--- src/bridge_ctl_defs.svh ---
// offsets, field positions and reset values of the secondary bus control block
`ifndef BRIDGE_CTL_DEFS_SVH
`define BRIDGE_CTL_DEFS_SVH

`define OFS_CONTROL        8'h00
`define OFS_IRQ_STATUS     8'h04
`define OFS_IRQ_MASK       8'h08
`define OFS_STATE          8'h0C

`define BIT_BACK_TO_BACK   7
`define BIT_DOWNSTREAM_RST 6
`define BIT_ABORT_REPORT   5
`define BIT_VIDEO_FULL     4

`define CONTROL_RESET      16'h0000
`define CONTROL_RW_MASK    16'h00F0
`define IRQ_RESET          4'h0

`define EV_UR_REPORTED     0
`define EV_TARGET_ABORT    1
`define EV_POSTED_ERROR    2
`define EV_SILENT_ABORT    3

`define ST_RESET_ACTIVE    0
`define ST_VIDEO_ENABLE    1
`define ST_VIDEO_HIT       2

`define ABORT_READ_DATA    32'hFFFFFFFF
`define VIDEO_LO_FIRST     10'h3B0
`define VIDEO_LO_LAST      10'h3BB
`define VIDEO_HI_FIRST     10'h3C0
`define VIDEO_HI_LAST      10'h3DF

`define RESP_OKAY          2'h0
`define RESP_SLVERR        2'h2

`endif

--- src/bridge_ctl_pkg.sv ---
// types shared by the secondary bus control block
package bridge_ctl_pkg;
  typedef logic [31:0] word_t;
  typedef logic [7:0]  axi_addr_t;
  typedef logic [1:0]  axi_resp_t;
  typedef logic [3:0]  event_t;
endpackage

--- src/legacy_video_decoder.sv ---
// legacy video i/o address decoder with optional alias checking
`include "bridge_ctl_defs.svh"

module legacy_video_decoder
(
  input  wire logic                  aclk,
  input  wire logic                  aresetn,
  input  wire bridge_ctl_pkg::word_t io_addr,
  input  wire logic                  io_addr_valid,
  input  wire logic                  video_enable,
  input  wire logic                  full_decode,
  output logic                       video_io_hit
);
  import bridge_ctl_pkg::*;

  wire       first_64k;
  wire       low_range;
  wire       alias_ok;
  wire       hit_next;
  wire [9:0] low_bits;

  assign low_bits  = io_addr[9:0];
  assign first_64k = (io_addr[31:16] == 16'h0000);
  assign low_range = ((low_bits >= `VIDEO_LO_FIRST) && (low_bits <= `VIDEO_LO_LAST))
                  || ((low_bits >= `VIDEO_HI_FIRST) && (low_bits <= `VIDEO_HI_LAST)); // (RQ9)
  // aliases at [15:10] are only rejected when full decoding is on
  assign alias_ok  = !full_decode || (io_addr[15:10] == 6'h00); // (RQ7)
  assign hit_next  = io_addr_valid && video_enable && first_64k && low_range && alias_ok; // (RQ8)

  always_ff @(posedge aclk)
  begin
    if (!aresetn)
      video_io_hit <= 1'b0;
    else
      video_io_hit <= hit_next;
  end
endmodule

--- src/bridge_ctl.sv ---
// secondary bus control bits 7..4 with axi4-lite access and abort handling
// Functional notes
// (RQ1) back-to-back bit enables fast back-to-back transfers
// (RQ2) reset-request bit holds secondary reset asserted
// (RQ3) mode clear: silent abort, reads all ones
// (RQ4) mode set: pci master abort gives UR
// (RQ5) mode set: UR completion gives target abort
// (RQ6) mode set: posted write abort signals error
// (RQ7) full decode compares address bits 15..10
// (RQ8) full decode matters only with video enabled
// (RQ9) video i/o ranges 3B0-3BB, 3C0-3DF
// (RQ10) software clears reset bit to release reset
`include "bridge_ctl_defs.svh"

module bridge_ctl
(
  input  wire logic                      aclk,
  input  wire logic                      aresetn,
  input  wire bridge_ctl_pkg::axi_addr_t s_axi_awaddr,
  input  wire logic                      s_axi_awvalid,
  output logic                           s_axi_awready,
  input  wire bridge_ctl_pkg::word_t     s_axi_wdata,
  input  wire logic [3:0]                s_axi_wstrb,
  input  wire logic                      s_axi_wvalid,
  output logic                           s_axi_wready,
  output bridge_ctl_pkg::axi_resp_t      s_axi_bresp,
  output logic                           s_axi_bvalid,
  input  wire logic                      s_axi_bready,
  input  wire bridge_ctl_pkg::axi_addr_t s_axi_araddr,
  input  wire logic                      s_axi_arvalid,
  output logic                           s_axi_arready,
  output bridge_ctl_pkg::word_t          s_axi_rdata,
  output bridge_ctl_pkg::axi_resp_t      s_axi_rresp,
  output logic                           s_axi_rvalid,
  input  wire logic                      s_axi_rready,
  input  wire logic                      legacy_video_enable,
  input  wire bridge_ctl_pkg::word_t     io_addr,
  input  wire logic                      io_addr_valid,
  output logic                           video_io_hit,
  output logic                           back_to_back_enable,
  output logic                           secondary_reset_out_n,
  input  wire logic                      sec_master_abort,
  input  wire logic                      sec_abort_is_read,
  input  wire logic                      sec_abort_is_posted,
  input  wire logic                      pcie_ur_completion,
  input  wire logic                      pcie_ur_is_read,
  output logic                           pcie_ur_status,
  output logic                           sec_target_abort,
  output logic                           posted_write_error,
  output logic                           substitute_read_valid,
  output bridge_ctl_pkg::word_t          substitute_read_data,
  output logic                           write_discard,
  output logic                           irq
);
  import bridge_ctl_pkg::*;

  logic [15:0] control_reg;
  logic [15:0] control_next;
  event_t      status_reg;
  event_t      status_next;
  event_t      mask_reg;
  event_t      mask_next;
  logic        aw_held_reg;
  axi_addr_t   aw_addr_reg;
  logic        w_held_reg;
  word_t       w_data_reg;
  logic [3:0]  w_strb_reg;
  axi_resp_t   bresp_reg;
  logic        bvalid_reg;
  word_t       rdata_reg;
  axi_resp_t   rresp_reg;
  logic        rvalid_reg;
  logic        ur_reg;
  logic        target_abort_reg;
  logic        posted_err_reg;
  logic        substitute_reg;
  logic        discard_reg;
  wire mode_report;
  wire full_decode;
  assign mode_report = control_reg[`BIT_ABORT_REPORT];
  assign full_decode = control_reg[`BIT_VIDEO_FULL];

  wire aw_take;
  wire w_take;
  wire wr_fire;
  wire b_done;
  wire have_aw;
  wire have_w;
  wire [7:0] wr_addr;
  wire [31:0] wr_data;
  wire [3:0] wr_strb;

  // one write in flight: no new address or data until the response is taken
  assign s_axi_awready = !aw_held_reg && !bvalid_reg;
  assign s_axi_wready  = !w_held_reg && !bvalid_reg;
  assign aw_take       = s_axi_awvalid && s_axi_awready;
  assign w_take        = s_axi_wvalid && s_axi_wready;
  assign have_aw       = aw_held_reg || aw_take;
  assign have_w        = w_held_reg || w_take;
  assign wr_fire       = have_aw && have_w && !bvalid_reg;
  assign b_done        = bvalid_reg && s_axi_bready;
  assign wr_addr       = aw_held_reg ? aw_addr_reg : s_axi_awaddr;
  assign wr_data       = w_held_reg ? w_data_reg : s_axi_wdata;
  assign wr_strb       = w_held_reg ? w_strb_reg : s_axi_wstrb;

  wire wr_control;
  wire wr_status;
  wire wr_mask;
  wire wr_state;
  wire wr_mapped;
  assign wr_control = wr_fire && (wr_addr == `OFS_CONTROL);
  assign wr_status  = wr_fire && (wr_addr == `OFS_IRQ_STATUS);
  assign wr_mask    = wr_fire && (wr_addr == `OFS_IRQ_MASK);
  assign wr_state   = wr_fire && (wr_addr == `OFS_STATE);
  assign wr_mapped  = wr_control || wr_status || wr_mask || wr_state;

  // only bits 7..4 are writable here; the rest of the register lives elsewhere
  wire [15:0] byte_mask;
  assign byte_mask    = {{8{wr_strb[1]}}, {8{wr_strb[0]}}} & `CONTROL_RW_MASK;
  assign control_next = wr_control ? ((control_reg & ~byte_mask) | (wr_data[15:0] & byte_mask))
                                   : control_reg; // (RQ10)

  always_ff @(posedge aclk)
  begin
    if (!aresetn)
    begin
      aw_held_reg <= 1'b0;
      aw_addr_reg <= 8'h00;
      w_held_reg  <= 1'b0;
      w_data_reg  <= 32'h00000000;
      w_strb_reg  <= 4'h0;
    end
    else
    begin
      aw_held_reg <= (aw_held_reg || aw_take) && !wr_fire;
      w_held_reg  <= (w_held_reg || w_take) && !wr_fire;
      if (aw_take)
        aw_addr_reg <= s_axi_awaddr;
      if (w_take)
      begin
        w_data_reg <= s_axi_wdata;
        w_strb_reg <= s_axi_wstrb;
      end
    end
  end

  always_ff @(posedge aclk)
  begin
    if (!aresetn)
    begin
      bvalid_reg <= 1'b0;
      bresp_reg  <= `RESP_OKAY;
    end
    else if (wr_fire)
    begin
      bvalid_reg <= 1'b1;
      bresp_reg  <= wr_mapped ? `RESP_OKAY : `RESP_SLVERR;
    end
    else if (b_done)
      bvalid_reg <= 1'b0;
  end

  assign s_axi_bvalid = bvalid_reg;
  assign s_axi_bresp  = bresp_reg;

  wire ma_report;
  wire ma_ur;
  wire ma_posted_err;
  wire ma_silent;
  wire ur_target_abort;
  wire ur_silent;
  wire silent_read;
  wire silent_write;

  assign ma_report       = sec_master_abort && mode_report;
  assign ma_ur           = ma_report && !sec_abort_is_posted; // (RQ4)
  assign ma_posted_err   = ma_report && sec_abort_is_posted; // (RQ6)
  assign ma_silent       = sec_master_abort && !mode_report;
  assign ur_target_abort = pcie_ur_completion && mode_report; // (RQ5)
  assign ur_silent       = pcie_ur_completion && !mode_report;
  assign silent_read     = (ma_silent && sec_abort_is_read) || (ur_silent && pcie_ur_is_read); // (RQ3)
  assign silent_write    = (ma_silent && !sec_abort_is_read)
                        || (ur_silent && !pcie_ur_is_read); // (RQ3)

  always_ff @(posedge aclk)
  begin
    if (!aresetn)
    begin
      ur_reg           <= 1'b0;
      target_abort_reg <= 1'b0;
      posted_err_reg   <= 1'b0;
      substitute_reg   <= 1'b0;
      discard_reg      <= 1'b0;
    end
    else
    begin
      ur_reg           <= ma_ur;
      target_abort_reg <= ur_target_abort;
      posted_err_reg   <= ma_posted_err;
      substitute_reg   <= silent_read;
      discard_reg      <= silent_write;
    end
  end

  assign pcie_ur_status        = ur_reg;
  assign sec_target_abort      = target_abort_reg;
  assign posted_write_error    = posted_err_reg;
  assign substitute_read_valid = substitute_reg;
  assign write_discard         = discard_reg;
  // constant data, so a flop would add nothing but area
  assign substitute_read_data  = `ABORT_READ_DATA; // (RQ3)

  event_t raised;
  assign raised = {silent_read || silent_write, ma_posted_err, ur_target_abort, ma_ur};
  // a new event in the clearing cycle survives the clear
  assign status_next = (status_reg & ~(wr_status ? wr_data[3:0] : 4'h0)) | raised;
  assign mask_next   = wr_mask ? wr_data[3:0] : mask_reg;

  always_ff @(posedge aclk)
  begin
    if (!aresetn)
    begin
      control_reg <= `CONTROL_RESET;
      status_reg  <= `IRQ_RESET;
      mask_reg    <= `IRQ_RESET;
    end
    else
    begin
      control_reg <= control_next;
      status_reg  <= status_next;
      mask_reg    <= mask_next;
    end
  end

  assign irq = |(status_reg & mask_reg);

  always_ff @(posedge aclk)
  begin
    if (!aresetn)
    begin
      back_to_back_enable   <= 1'b0;
      secondary_reset_out_n <= 1'b1;
    end
    else
    begin
      back_to_back_enable   <= control_reg[`BIT_BACK_TO_BACK]; // (RQ1)
      secondary_reset_out_n <= !control_reg[`BIT_DOWNSTREAM_RST]; // (RQ2)
    end
  end

  legacy_video_decoder u_video
  (
    .aclk          (aclk),
    .aresetn       (aresetn),
    .io_addr       (io_addr),
    .io_addr_valid (io_addr_valid),
    .video_enable  (legacy_video_enable),
    .full_decode   (full_decode),
    .video_io_hit  (video_io_hit)
  );

  wire        ar_take;
  wire [31:0] state_word;
  wire [31:0] rd_word;
  wire        rd_mapped;

  assign s_axi_arready = !rvalid_reg;
  assign ar_take       = s_axi_arvalid && s_axi_arready;
  assign state_word    = {29'h00000000, video_io_hit, legacy_video_enable,
                          !secondary_reset_out_n};
  assign rd_mapped     = (s_axi_araddr == `OFS_CONTROL) || (s_axi_araddr == `OFS_IRQ_STATUS)
                      || (s_axi_araddr == `OFS_IRQ_MASK) || (s_axi_araddr == `OFS_STATE);
  assign rd_word       = (s_axi_araddr == `OFS_CONTROL)    ? {16'h0000, control_reg} :
                         (s_axi_araddr == `OFS_IRQ_STATUS) ? {28'h0000000, status_reg} :
                         (s_axi_araddr == `OFS_IRQ_MASK)   ? {28'h0000000, mask_reg} :
                         (s_axi_araddr == `OFS_STATE)      ? state_word : 32'h00000000;

  always_ff @(posedge aclk)
  begin
    if (!aresetn)
    begin
      rvalid_reg <= 1'b0;
      rdata_reg  <= 32'h00000000;
      rresp_reg  <= `RESP_OKAY;
    end
    else if (ar_take)
    begin
      rvalid_reg <= 1'b1;
      rdata_reg  <= rd_word;
      rresp_reg  <= rd_mapped ? `RESP_OKAY : `RESP_SLVERR;
    end
    else if (s_axi_rready)
      rvalid_reg <= 1'b0;
  end

  assign s_axi_rvalid = rvalid_reg;
  assign s_axi_rdata  = rdata_reg;
  assign s_axi_rresp  = rresp_reg;
endmodule

--- config.mk ---
export PLATFORM = sky130hd
export DESIGN_NAME = bridge_ctl
export DESIGN_NICKNAME = d
export VERILOG_FILES = /design/src/bridge_ctl_pkg.sv /design/src/legacy_video_decoder.sv /design/src/bridge_ctl.sv
export VERILOG_INCLUDE_DIRS = /design/src
export SDC_FILE = /design/constraint.sdc
export NUM_CORES = 1
export LEC_CHECK = 0
export BUFFER_PORTS_ARGS = -buffer_cell sky130_fd_sc_hd__buf_4
export CAP_MARGIN = 15
export CELL_PAD_IN_SITES_DETAIL_PLACEMENT = 1
export CELL_PAD_IN_SITES_GLOBAL_PLACEMENT = 2
export CORE_ASPECT_RATIO = 1.2
export CORE_MARGIN = 8
export CORE_UTILIZATION = 24
export DETAILED_ROUTE_END_ITERATION = 7
export PLACE_DENSITY_LB_ADDON = 0.1
export SLEW_MARGIN = 20
export SYNTH_ARGS = -nofsm -noshare
export SYNTH_HDL_FRONTEND = slang
export SYNTH_SLANG_ARGS = --single-unit
--- constraint.sdc ---
create_clock -name aclk -period 4.25 [get_ports aclk]
set_clock_uncertainty 0.05 [all_clocks]
set_input_delay 0.2125 -clock aclk [delete_from_list [all_inputs] [get_ports aclk]]
set_output_delay 0.2125 -clock aclk [all_outputs]
set_load 0.02 [all_outputs]
==> Yosys cells after proc, flatten, opt, wreduce, memory -nomap -nowiden <==
Index checks and enable logic that the tools add are counted.
W data, S select, Z words.
{ "classes": {"magnitude_cmp": 4, "n_eq_ne": 6, "mux": 14, "n_bitwise": 8, "n_reduce_logical": 62} }
{ "op_table": {"columns": ["cell", "n"], "rows": [
  ["$eq A8 B4 Y1 const B", 4],
  ["$mux W16", 2],
  ["$logic_and A1 B1 Y1", 30],
  ["$ge A10 B10 Y1 const B", 2],
  ["$le A10 B10 Y1 const B", 2],
  ["$and A16 B16 Y16", 1],
  ["$and A16 B8 Y16", 1],
  ["$eq A8 B3 Y1 const B", 2],
  ["$logic_not A16 Y1", 1],
  ["$logic_not A8 Y1", 2],
  ["$not A8 Y16", 1],
  ["$or A16 B16 Y16", 1],
  ["$logic_or A1 B1 Y1", 13],
  ["$logic_not A1 Y1", 12],
  ["$mux W4", 3],
  ["$and A4 B4 Y4", 2],
  ["$mux W8", 1],
  ["$logic_not A6 Y1", 1],
  ["$mux W1", 5],
  ["$mux W2", 2],
  ["$not A4 Y4", 1],
  ["$or A4 B4 Y4", 1],
  ["$reduce_bool A2 Y1", 2],
  ["$reduce_or A4 Y1", 1],
  ["$mux W3", 1]
]} }
{ "word_totals": {"register_bits": 97, "input_bits": 98, "word_cells": 115} }

==> Depth between registers and ports, before layout <==
Gate-level depths: netlist (run 1).
{ "depth": {"ltp_word": 11, "ltp_mapped": 6, "ltp_nobuf": 4} }

==> Hierarchy <==
A second synthesis (run 1) with hierarchy kept.
{ "hier_totals": {"cells_unflattened": 300, "hier_area_um2": 2753.9} }
{ "modules_own_cells": {"columns": ["mod", "n_inst", "cells_each", "area_each_um2", "seq_area_each_um2"], "rows": [
  ["bridge_ctl", 1, 285, 2628.8, 1001.0],
  ["legacy_video_decoder", 1, 15, 125.1, 20.0]
]} }

==> Worst setup path after synthesis (run 1) <==
Ideal clock, no wire load.
{ "synth_path": {"path_kind": "register to register", "start": "register aw_held_reg", "end": "register mask_reg[2]", "setup_ns": 0.121, "t_arrival_ns": 1.999, "t_required_ns": 4.079, "path_slack_ns": 2.080, "path_stages_with_launch": 7, "path_buffers": 2, "path_cell_list": "dfxtp_1 > buf_6 > or4_4 > o22a_4 > or4_4 > buf_6 > mux2_4"} }
{ "synth_between": {"elab_chain_cells": 7, "elab_cells_between_ends": 9, "classes_between": "eq/ne (1); mux (1); reduce/logical (7)"} }
{ "synth_lines": {"columns": ["item", "line", "source"], "rows": [
  ["start, declared", "bridge_ctl.sv:63", "logic aw_held_reg;"],
  ["start signal, assigned", "bridge_ctl.sv:135", "aw_held_reg <= (aw_held_reg || aw_take) && !wr_fire;"],
  ["$logic_not A1 Y1", "bridge_ctl.sv:94", "assign s_axi_awready = !aw_held_reg && !bvalid_reg;"],
  ["$logic_and A1 B1 Y1", "bridge_ctl.sv:94", null],
  ["$logic_and A1 B1 Y1", "bridge_ctl.sv:96", "assign aw_take = s_axi_awvalid && s_axi_awready;"],
  ["$logic_or A1 B1 Y1", "bridge_ctl.sv:98", "assign have_aw = aw_held_reg || aw_take;"],
  ["$logic_and A1 B1 Y1 (2 in series)", "bridge_ctl.sv:100", "assign wr_fire = have_aw && have_w && !bvalid_reg;"],
  ["$logic_and A1 B1 Y1 (*)", "bridge_ctl.sv:113", "assign wr_mask = wr_fire && (wr_addr == `OFS_IRQ_MASK);"],
  ["end signal, assigned", "bridge_ctl.sv:225", "mask_reg <= `IRQ_RESET;"],
  ["end signal, assigned", "bridge_ctl.sv:231", "mask_reg <= mask_next;"],
  ["end, declared", "bridge_ctl.sv:61", "event_t mask_reg;"]
]} }
Every way passes the cells marked *; elsewhere a longest branch is shown, timed or not.
A chain may end at the register's enable or synchronous reset.

==> flow_summary.yaml, run 1 <==
timing:
  hold_viol: 0
  rsz0062_at_grt: "no"
  setup_viol: 0
  final.period_utilization_pct: 59.7
  hold_ws_ns: 0.0534
  fin_crit_ns: 2.54
  setup_tns_ns: 0
  worst_pin_slew_ns: 0.926
  relSlewSlack_pct: 38.0
  drv_slew: 0
  worst_slack_ns: 1.71
  fmax_ghz: 0.394
synth:
  ys.warnings.count: 0
  avgSynthCellArea_um2: 8.99
  synth_edf_count: 0
  synth_seq_cells: 51
  yosysUniqueCellTypes: 46
  syn_area_um2: 2790
  ys_async_sr_fraction_pct: 0
  synthCells: 310
  ys.flop_type: "dfxtp_1"
  ys_seq_area_share_pct: 36.6
clock_network:
  htreeDepth: 2
  cts-root-buf: "clkbuf_16"
  clock_latency_ns: 0.29
  holdBufCountCts: 0
  ctsResizeCount: 0
  cts_buffers: 5
  clk_pin_slew_ns: 0.07
  clockBufferDepth: 2
  cts_setup_buffers: 0
  cts_sinks: 51
  cts_tree: "done"
global_routing:
  antenna_found_initial: 0
  grt_pass1_vias: 2505
  grt_pass1_wl_mm: 12.6
  grt_overflow_total: 0
  grt_max_degree: 53
  track_usage_pct: 10.4
place:
  dpl.hpwl_mm: 6.52
  io_buffers: 92
  placed_area_um2: 3400
  gp_congestion: 0.668
  place_worst_setup_slack_ns: 1.68
critical_path:
  cp.arrival_ns: 2.67
  path_max_fanout: 12
  cp_num_buf_inv: 0
  slowest_delay_ns: 0.64
  reg2reg_depth: 4
  crit_type: "reg -> reg"
  critPathRequiredTime_ns: 4.38
  cp-start-kind: "register"
  crit_chain: "or3b_1, a211o_1, nor4_1, mux2_2"
  cp_top_family: "simple AND/OR/NAND/NOR gates"
  cp-end-kind: "register"
  worstSetupPathDepth: 4
  rrSetupSlack_ns: 1.71
  r2r-start: "aw_held_reg"
  crit_start: "aw_held_reg"
  crit_slowest_cell: "nor4_1"
routing:
  postRouteWirelength_mm: 8.04
  wire_per_inst_um: 14.5
  dr_total_vias: 2227
  dr.pass1.iters: 4
  drc: 0
  drt_iter0_drc: 51
  via_per_inst: 4.01
  antenna_left: 0
finish:
  design_area_um2: 3570
  fill_cells: 1380
  nNetsFinal: 495
  fin_util_pct: 31.1
  drive_gt1_share_pct: 29.1
  layout_common_cells: "buf_4, conb_1, dfxtp_1"
  area_delta_synth_final_pct: 28.1
  diodes: 0
  final_common_cell: "buf_4"
job:
  maxCapViolCount: 0
floorplan:
  die_h_um: 134
  chipWidth_um: 114
  start_util_pct: 24.3
  core_area_um2: 11500
  num_rows: 43
  io_pins: 180
  dieArea_um2: 15300
outcome:
  status: "finished clean"
power_and_ir_drop:
  power_density_nw_per_um2: 341
  ir_drop_uv: 137
  p_leak_nw: 1.59
worst_hold_path:
  hp-class: "in -> reg"
[power breakdown]
group          internal [mW]  total (mW)  switching [mW]
Clock                  0.293       0.475           0.182
Combinational         0.0986       0.227           0.129
Sequential             0.497       0.514          0.0169
Total                  0.889        1.22           0.327
[per-layer routing]
metal / up-vias / GRT usage, % / part of all wire [%]
met5: - / 0 / 0
met1: 1018 / 11.1 / 40
met2: 82 / 18.7 / 51
met3: 7 / 3.24 / 8.1
met4: 0 / 3.78 / 1.5
li1: 1120 / - / -
[final cells by class]
type	instances	area [um2]	area share, %
clock buffer	6	139	3.89
multi-input combinational	244	1480	41.4
sequential	51	1020	28.6
clock inverter	2	35.0	0.981
inverter	3	11.3	0.315
tap	157	196	5.50
timing repair buffer	92	691	19.3
[synth_stat cells (2+ instances only)]
cell type	number	area share, %
nor4_1	3	0.67
o211ai_1	2	0.54
conb_1	2	0.27
buf_6	2	0.81
inv_1	3	0.40
nand3_1	4	0.72
nor3b_1	2	0.54
o21bai_1	2	0.54
o31ai_1	2	0.54
nand2_1	30	4.0
a22oi_1	5	1.3
nor2_1	18	2.4
mux2i_1	26	9.3
buf_4	58	16
o21ai_0	6	1.1
nand2b_1	8	1.8
nor3_1	2	0.36
or4_1	2	0.54
a21oi_1	7	1.3
and3_1	2	0.45
and2_1	7	1.6
mux2_2	10	4.0
o211a_1	2	0.72
nor2b_1	22	4.9
dfxtp_1	51	37
or4_4	2	0.81
nor4b_1	4	1.3
nand4_1	2	0.45
clkbuf_1	7	0.94
[cells by family after synthesis]
| logic type | Yosys count | synth area share, % |
|---|---|---|
| and+or+nand+nor | 115 | 22.6 |
| buffers and inverters | 71 | 17.9 |
| DFF | 51 | 36.6 |
| muxes | 37 | 13.9 |
| AOI/OAI and AO/OA | 34 | 8.67 |
| other | 2 | 0.270 |
[stage by stage]
step           std cells  power (mW)
2_1_floorplan        366       0.705
3_3_place_gp         547       0.750
3_5_place_dp         547       0.753
4_1_cts              555        1.24
5_1_grt              555        1.28
6_report             555        1.22
[worst min path at each step]
stage                     cells after the start  slack (ns)                start              to
final                                         2        0.05  sec_abort_is_posted  pcie_ur_status
after global routing                          2        0.05  sec_abort_is_posted  pcie_ur_status
after floorplan                               1        0.23  sec_abort_is_posted  pcie_ur_status
after detailed placement                      2        0.36  sec_abort_is_posted  pcie_ur_status
after global placement                        2        0.35  sec_abort_is_posted  pcie_ur_status
after CTS                                     2        0.04  sec_abort_is_posted  pcie_ur_status
Note: power is estimated with default switching activity, not from simulation.
==> run 2: changes to the inputs <==
- CORE_UTILIZATION: 24 -> 20
- clock period: 4.25 -> 2 ns (I/O delays scaled with it)
==> flow_summary.yaml, run 2 (synthesis results as in run 1) <==
power_and_ir_drop:
  power_density_nw_per_um2: 687
  p_leak_nw: 1.69
  ir_drop_uv: 287
floorplan:
  chipWidth_um: 124
  dieArea_um2: 18000
  start_util_pct: 20.3
  io_pins: 180
  num_rows: 47
  core_area_um2: 13700
  die_h_um: 145
global_routing:
  track_usage_pct: 9.17
  antenna_found_initial: 0
  grt_overflow_total: 0
  grt_max_degree: 32
  grt_pass1_vias: 2477
  grt_pass1_wl_mm: 13.1
timing:
  worst_slack_ns: -0.0395
  fin_crit_ns: 2.04
  fmax_ghz: 0.490
  rsz0062_at_grt: "yes"
  hold_viol: 0
  setup_viol: 5
  drv_slew: 0
  hold_ws_ns: 0.00359
  final.period_utilization_pct: 102
place:
  io_buffers: 92
  gp_congestion: 0.700
  place_worst_setup_slack_ns: -0.0864
  dp.cells: 575
  dpl.hpwl_mm: 6.97
job:
  maxCapViolCount: 0
critical_path:
  crit_path_end: "mask_reg[2]"
  cp.arrival_ns: 2.17
  crit_chain: "or3b_1, a211o_1, or4_4, mux2_4"
  cp-end-kind: "register"
  slowest_delay_ns: 0.52
  crit_slowest_cell: "or4_4"
  cp-start-kind: "register"
  path_max_fanout: 5
  r2r-start: "aw_held_reg"
  reg2reg_depth: 4
  worstReg2RegEnd: "mask_reg[2]"
  crit_type: "reg -> reg"
  crit_start: "aw_held_reg"
  rrSetupSlack_ns: -0.04
  critPathRequiredTime_ns: 2.13
clock_network:
  cts_tree: "done"
  clockBufferDepth: 2
  htreeDepth: 2
  clock_latency_ns: 0.29
  clk_pin_slew_ns: 0.07
  cts_buffers: 5
  cts-root-buf: "clkbuf_16"
  cts_sinks: 51
finish:
  final_common_cell: "buf_4"
  layout_common_cells: "buf_4, conb_1, dfxtp_1"
  nNetsFinal: 514
  diodes: 0
  fin_util_pct: 27.4
  area_delta_synth_final_pct: 34.8
  layout.cells.non_filler: 587
  drive_gt1_share_pct: 33.2
routing:
  drc: 0
  via_per_inst: 3.95
  dr_total_vias: 2316
  postRouteWirelength_mm: 8.48
  wire_per_inst_um: 14.5
  drt_iter0_drc: 59
  antenna_left: 0
  dr.pass1.iters: 4
outcome:
  violations: "setup timing"
  status: "finished, violations left"
worst_hold_path:
  hp-class: "in -> reg"
run 2: cell types whose count changed in the layout (fill, tap and decap cells not counted), sizes merged:
| cell | before | now |
|---|---|---|
| buf | 92 | 109 |
| clkinv | 1 | 0 |
| dlygate4sd3 | 0 | 2 |
run 2: metrics by stage:
stage	total power, mW	instance area, um2	TNS (ns)
3_5_place_dp	1.63	3520	-0.300
5_1_grt	2.72	3760	-0.359
3_3_place_gp	1.62	3520	-0.223
4_1_cts	2.63	3740	-0.125
2_1_floorplan	1.50	3000	-0.137
6_report	2.58	3760	-0.0673
run 2: final cells by class:
type | count | area (um2)
fill | 1655 | 9950
multi-input combinational | 244 | 1510
sequential | 51 | 1030
timing repair buffer | 111 | 838
tap | 171 | 214
clock buffer | 6 | 129
clock inverter | 1 | 30.0
inverter | 3 | 11.3
run 2: repair_timing:
| action | CTS | global route |
|---|---|---|
| pin swaps | 5 | 1 |
| setup buffers | 2 | 1 |
| hold buffers | 2 | 0 |
| resized for setup | 6 | 2 |
| endpoints found under the setup margin | 6 | 10 |
| endpoints found under the hold margin | 3 | 0 |
run 2: worst max-delay path, delay by kind of cell (launching register included):
| family | cells | cell delay [ns] |
|---|---|---|
| mux | 1 | 0.31 |
| simple gates | 2 | 0.87 |
| compound gates | 1 | 0.34 |
| flops | 1 | 0.36 |
run 2: routing by layer:
metal,vias up,part of all wire (%),track usage (%),routed length [um]
li1,1152,-,-,-
met1,1072,40,9.98,3380
met2,87,50,16.2,4240
met3,5,8.8,2.60,746
met4,0,1.3,3.26,112
met5,-,0,0,0
run 2: how the worst min path moves through the flow:
stage | slack (ns) | endpoint | startpoint | depth (start not counted)
floorplan | 0.12 | pcie_ur_status | sec_abort_is_posted | 1
global placement | 0.24 | pcie_ur_status | sec_abort_is_posted | 2
detailed placement | 0.24 | pcie_ur_status | sec_abort_is_posted | 2
CTS | 0.0009 | substitute_read_valid | pcie_ur_is_read | 3
global route | 0.02 | substitute_read_valid | pcie_ur_is_read | 3
finish | 0.004 | substitute_read_valid | pcie_ur_is_read | 3
run 2: report_power, final:
group / internal, mW / switching (mW)
Sequential: 1.06 / 0.0239
Clock: 0.585 / 0.379
Combinational: 0.240 / 0.296
==> run 3: changes to the inputs <==
- ABC_AREA: not set -> 1
- CAP_MARGIN: 15 -> 20
- CORE_UTILIZATION: 20 -> 19
- GPL_TIMING_DRIVEN: not set -> 0
==> flow_summary.yaml, run 3 <==
synth:
  ys.flop_type: "dfxtp_1"
  synth_top_family_by_area: "simple AND/OR/NAND/NOR gates"
  yosys.area_share.simple_pct: 26.8
  synthAdderAreaFrac_pct: 0
  synthXorXnorAreaFrac_pct: 0
  synth_top_area_cell: "dfxtp_1"
  synth_top_area_share_pct: 36.4
  ys.warnings.count: 0
  synthCells: 404
  synth_compound_area_share_pct: 14.4
  synth.cells.most_frequent: "nand2_1, nor2_1, buf_4"
  avgSynthCellArea_um2: 6.95
  ys_async_sr_fraction_pct: 0
  syn_area_um2: 2810
  synth_seq_cells: 51
  ys_top_cells_by_area: "dfxtp_1, buf_4, nand2_1"
  synth.area.mux_share_pct: 0
  ys_seq_area_share_pct: 36.4
  synth.most_common_cell: "nand2_1"
  synth_edf_count: 0
  yosysUniqueCellTypes: 33
routing:
  postRouteWirelength_mm: 9.76
  wire_per_inst_um: 13.3
  via_per_inst: 3.87
  drc: 0
  dr_total_vias: 2838
  drt_iter0_drc: 53
  antenna_left: 0
  dr.pass1.iters: 4
critical_path:
  cp-end-kind: "output port"
  cp-start-kind: "register"
  cp.arrival_ns: 1.50
  crit_type: "reg -> out"
  reg2reg_depth: 4
  critPathRequiredTime_ns: 1.85
  r2r-start: "s_axi_bvalid"
  path_max_fanout: 10
  worstReg2RegEnd: "w_data_reg[0]"
  rrSetupSlack_ns: 0.45
timing:
  setup_tns_ns: 0
  fmax_ghz: 0.607
  hold_viol: 0
  final.period_utilization_pct: 82.4
  relSlewSlack_pct: 64.3
  rsz0062_at_grt: "no"
  fin_crit_ns: 1.65
  worst_pin_slew_ns: 0.534
  drv_slew: 0
  setup_viol: 0
power_and_ir_drop:
  p_int_mw: 1.81
  p_seq_share_pct: 42.7
  combPwrFrac_pct: 25.8
  switching_share_pct: 30.5
  power_density_nw_per_um2: 641
  p_sw_mw: 0.795
  ir_drop_uv: 315
  p_leak_nw: 2.01
  total_power_mw: 2.61
  pwr-share-clk_pct: 31.4
worst_hold_path:
  min_to: "w_data_reg[5]"
  hp-class: "in -> reg"
  hold_depth: 3
  min-delay-start: "s_axi_wdata[5]"
finish:
  layout_common_cells: "buf_4, nand2_1, nor2_1"
  final_common_cell: "buf_4"
  drive_gt1_share_pct: 31.8
  fin_util_pct: 28.2
  nNetsFinal: 658
  area_delta_synth_final_pct: 44.9
  diodes: 0
floorplan:
  start_util_pct: 19.5
  chipWidth_um: 127
  die_h_um: 149
  num_rows: 48
  io_pins: 180
  core_area_um2: 14400
  dieArea_um2: 18900
clock_network:
  cts_tree: "done"
  cts_buffers: 5
  cts_sinks: 51
  cts_setup_buffers: 0
  cts-root-buf: "clkbuf_16"
  clock_latency_ns: 0.29
  clockBufferDepth: 2
  htreeDepth: 2
  clk_pin_slew_ns: 0.06
global_routing:
  grt_overflow_total: 0
  grt_pass1_vias: 2945
  grt_pass1_wl_mm: 15.1
  track_usage_pct: 9.95
  antenna_found_initial: 0
  grt_max_degree: 14
place:
  io_buffers: 92
  gp_congestion: 0.755
  dpl.hpwl_mm: 8.38
job:
  maxCapViolCount: 0
outcome:
  status: "finished clean"
-- run 3: through the flow --
stage,setup WS [ns],area (um2),hold slack [ns],std cells
after floorplan,0.589,3020,0.122,460
after global placement,0.372,3930,0.247,727
after detailed placement,0.376,3930,0.242,727
after CTS,0.296,4070,0.00791,734
after global routing,0.202,4070,0.0119,734
final,0.352,4070,0.0136,734
-- run 3: worst max-delay path by stage --
stage / startpoint / to / cells past startpoint
after floorplan: s_axi_bvalid / aw_addr_reg[0] / 5
after global placement: s_axi_bvalid / w_data_reg[3] / 4
after detailed placement: s_axi_bvalid / w_data_reg[0] / 4
after CTS: w_held_reg / s_axi_wready / 4
after global routing: w_held_reg / s_axi_wready / 4
final: w_held_reg / s_axi_wready / 4
-- run 3: logic make-up after synthesis --
logic type	count (synthesis)
simple gates	173
buf+inv	106
compound gates	72
flops	51
other cells	2
-- run 3: cell type report --
type	instances	area, um2
clock buffers	6	129
multi-input cells	303	1370
inverters	40	151
plain buffers	66	470
fillers	1837	10300
repair buffers	93	701
well taps	175	219
flip-flops and latches	51	1020
-- run 3: routing by layer --
layer,GRT usage [%],vias up,share of wire (%)
met2,17.4,75,50
met3,3.04,6,5.9
li1,-,1486,-
met5,0,-,0
met1,11.4,1271,43
met4,2.86,0,1.1
-- run 3: power by group through the flow --
stage | registers (mW) | clock network (mW) | logic (mW)
floorplan | 1.15 | 0 | 0.428
global placement | 1.14 | 0 | 0.667
detailed placement | 1.14 | 0 | 0.675
CTS | 1.11 | 0.864 | 0.679
global route | 1.12 | 0.908 | 0.751
finish | 1.11 | 0.820 | 0.674
-- run 3: worst max-delay path, stage by stage (launching register included) --
cell,delay [ns]
dfxtp_1,0.38
buf_2,0.23
clkbuf_1,0.35
nor2_1,0.08
buf_4,0.17
-- run 3: repair_timing --
action	CTS	global route
resized for setup	0	0
endpoints found under the hold margin	2	0
hold buffers	1	0
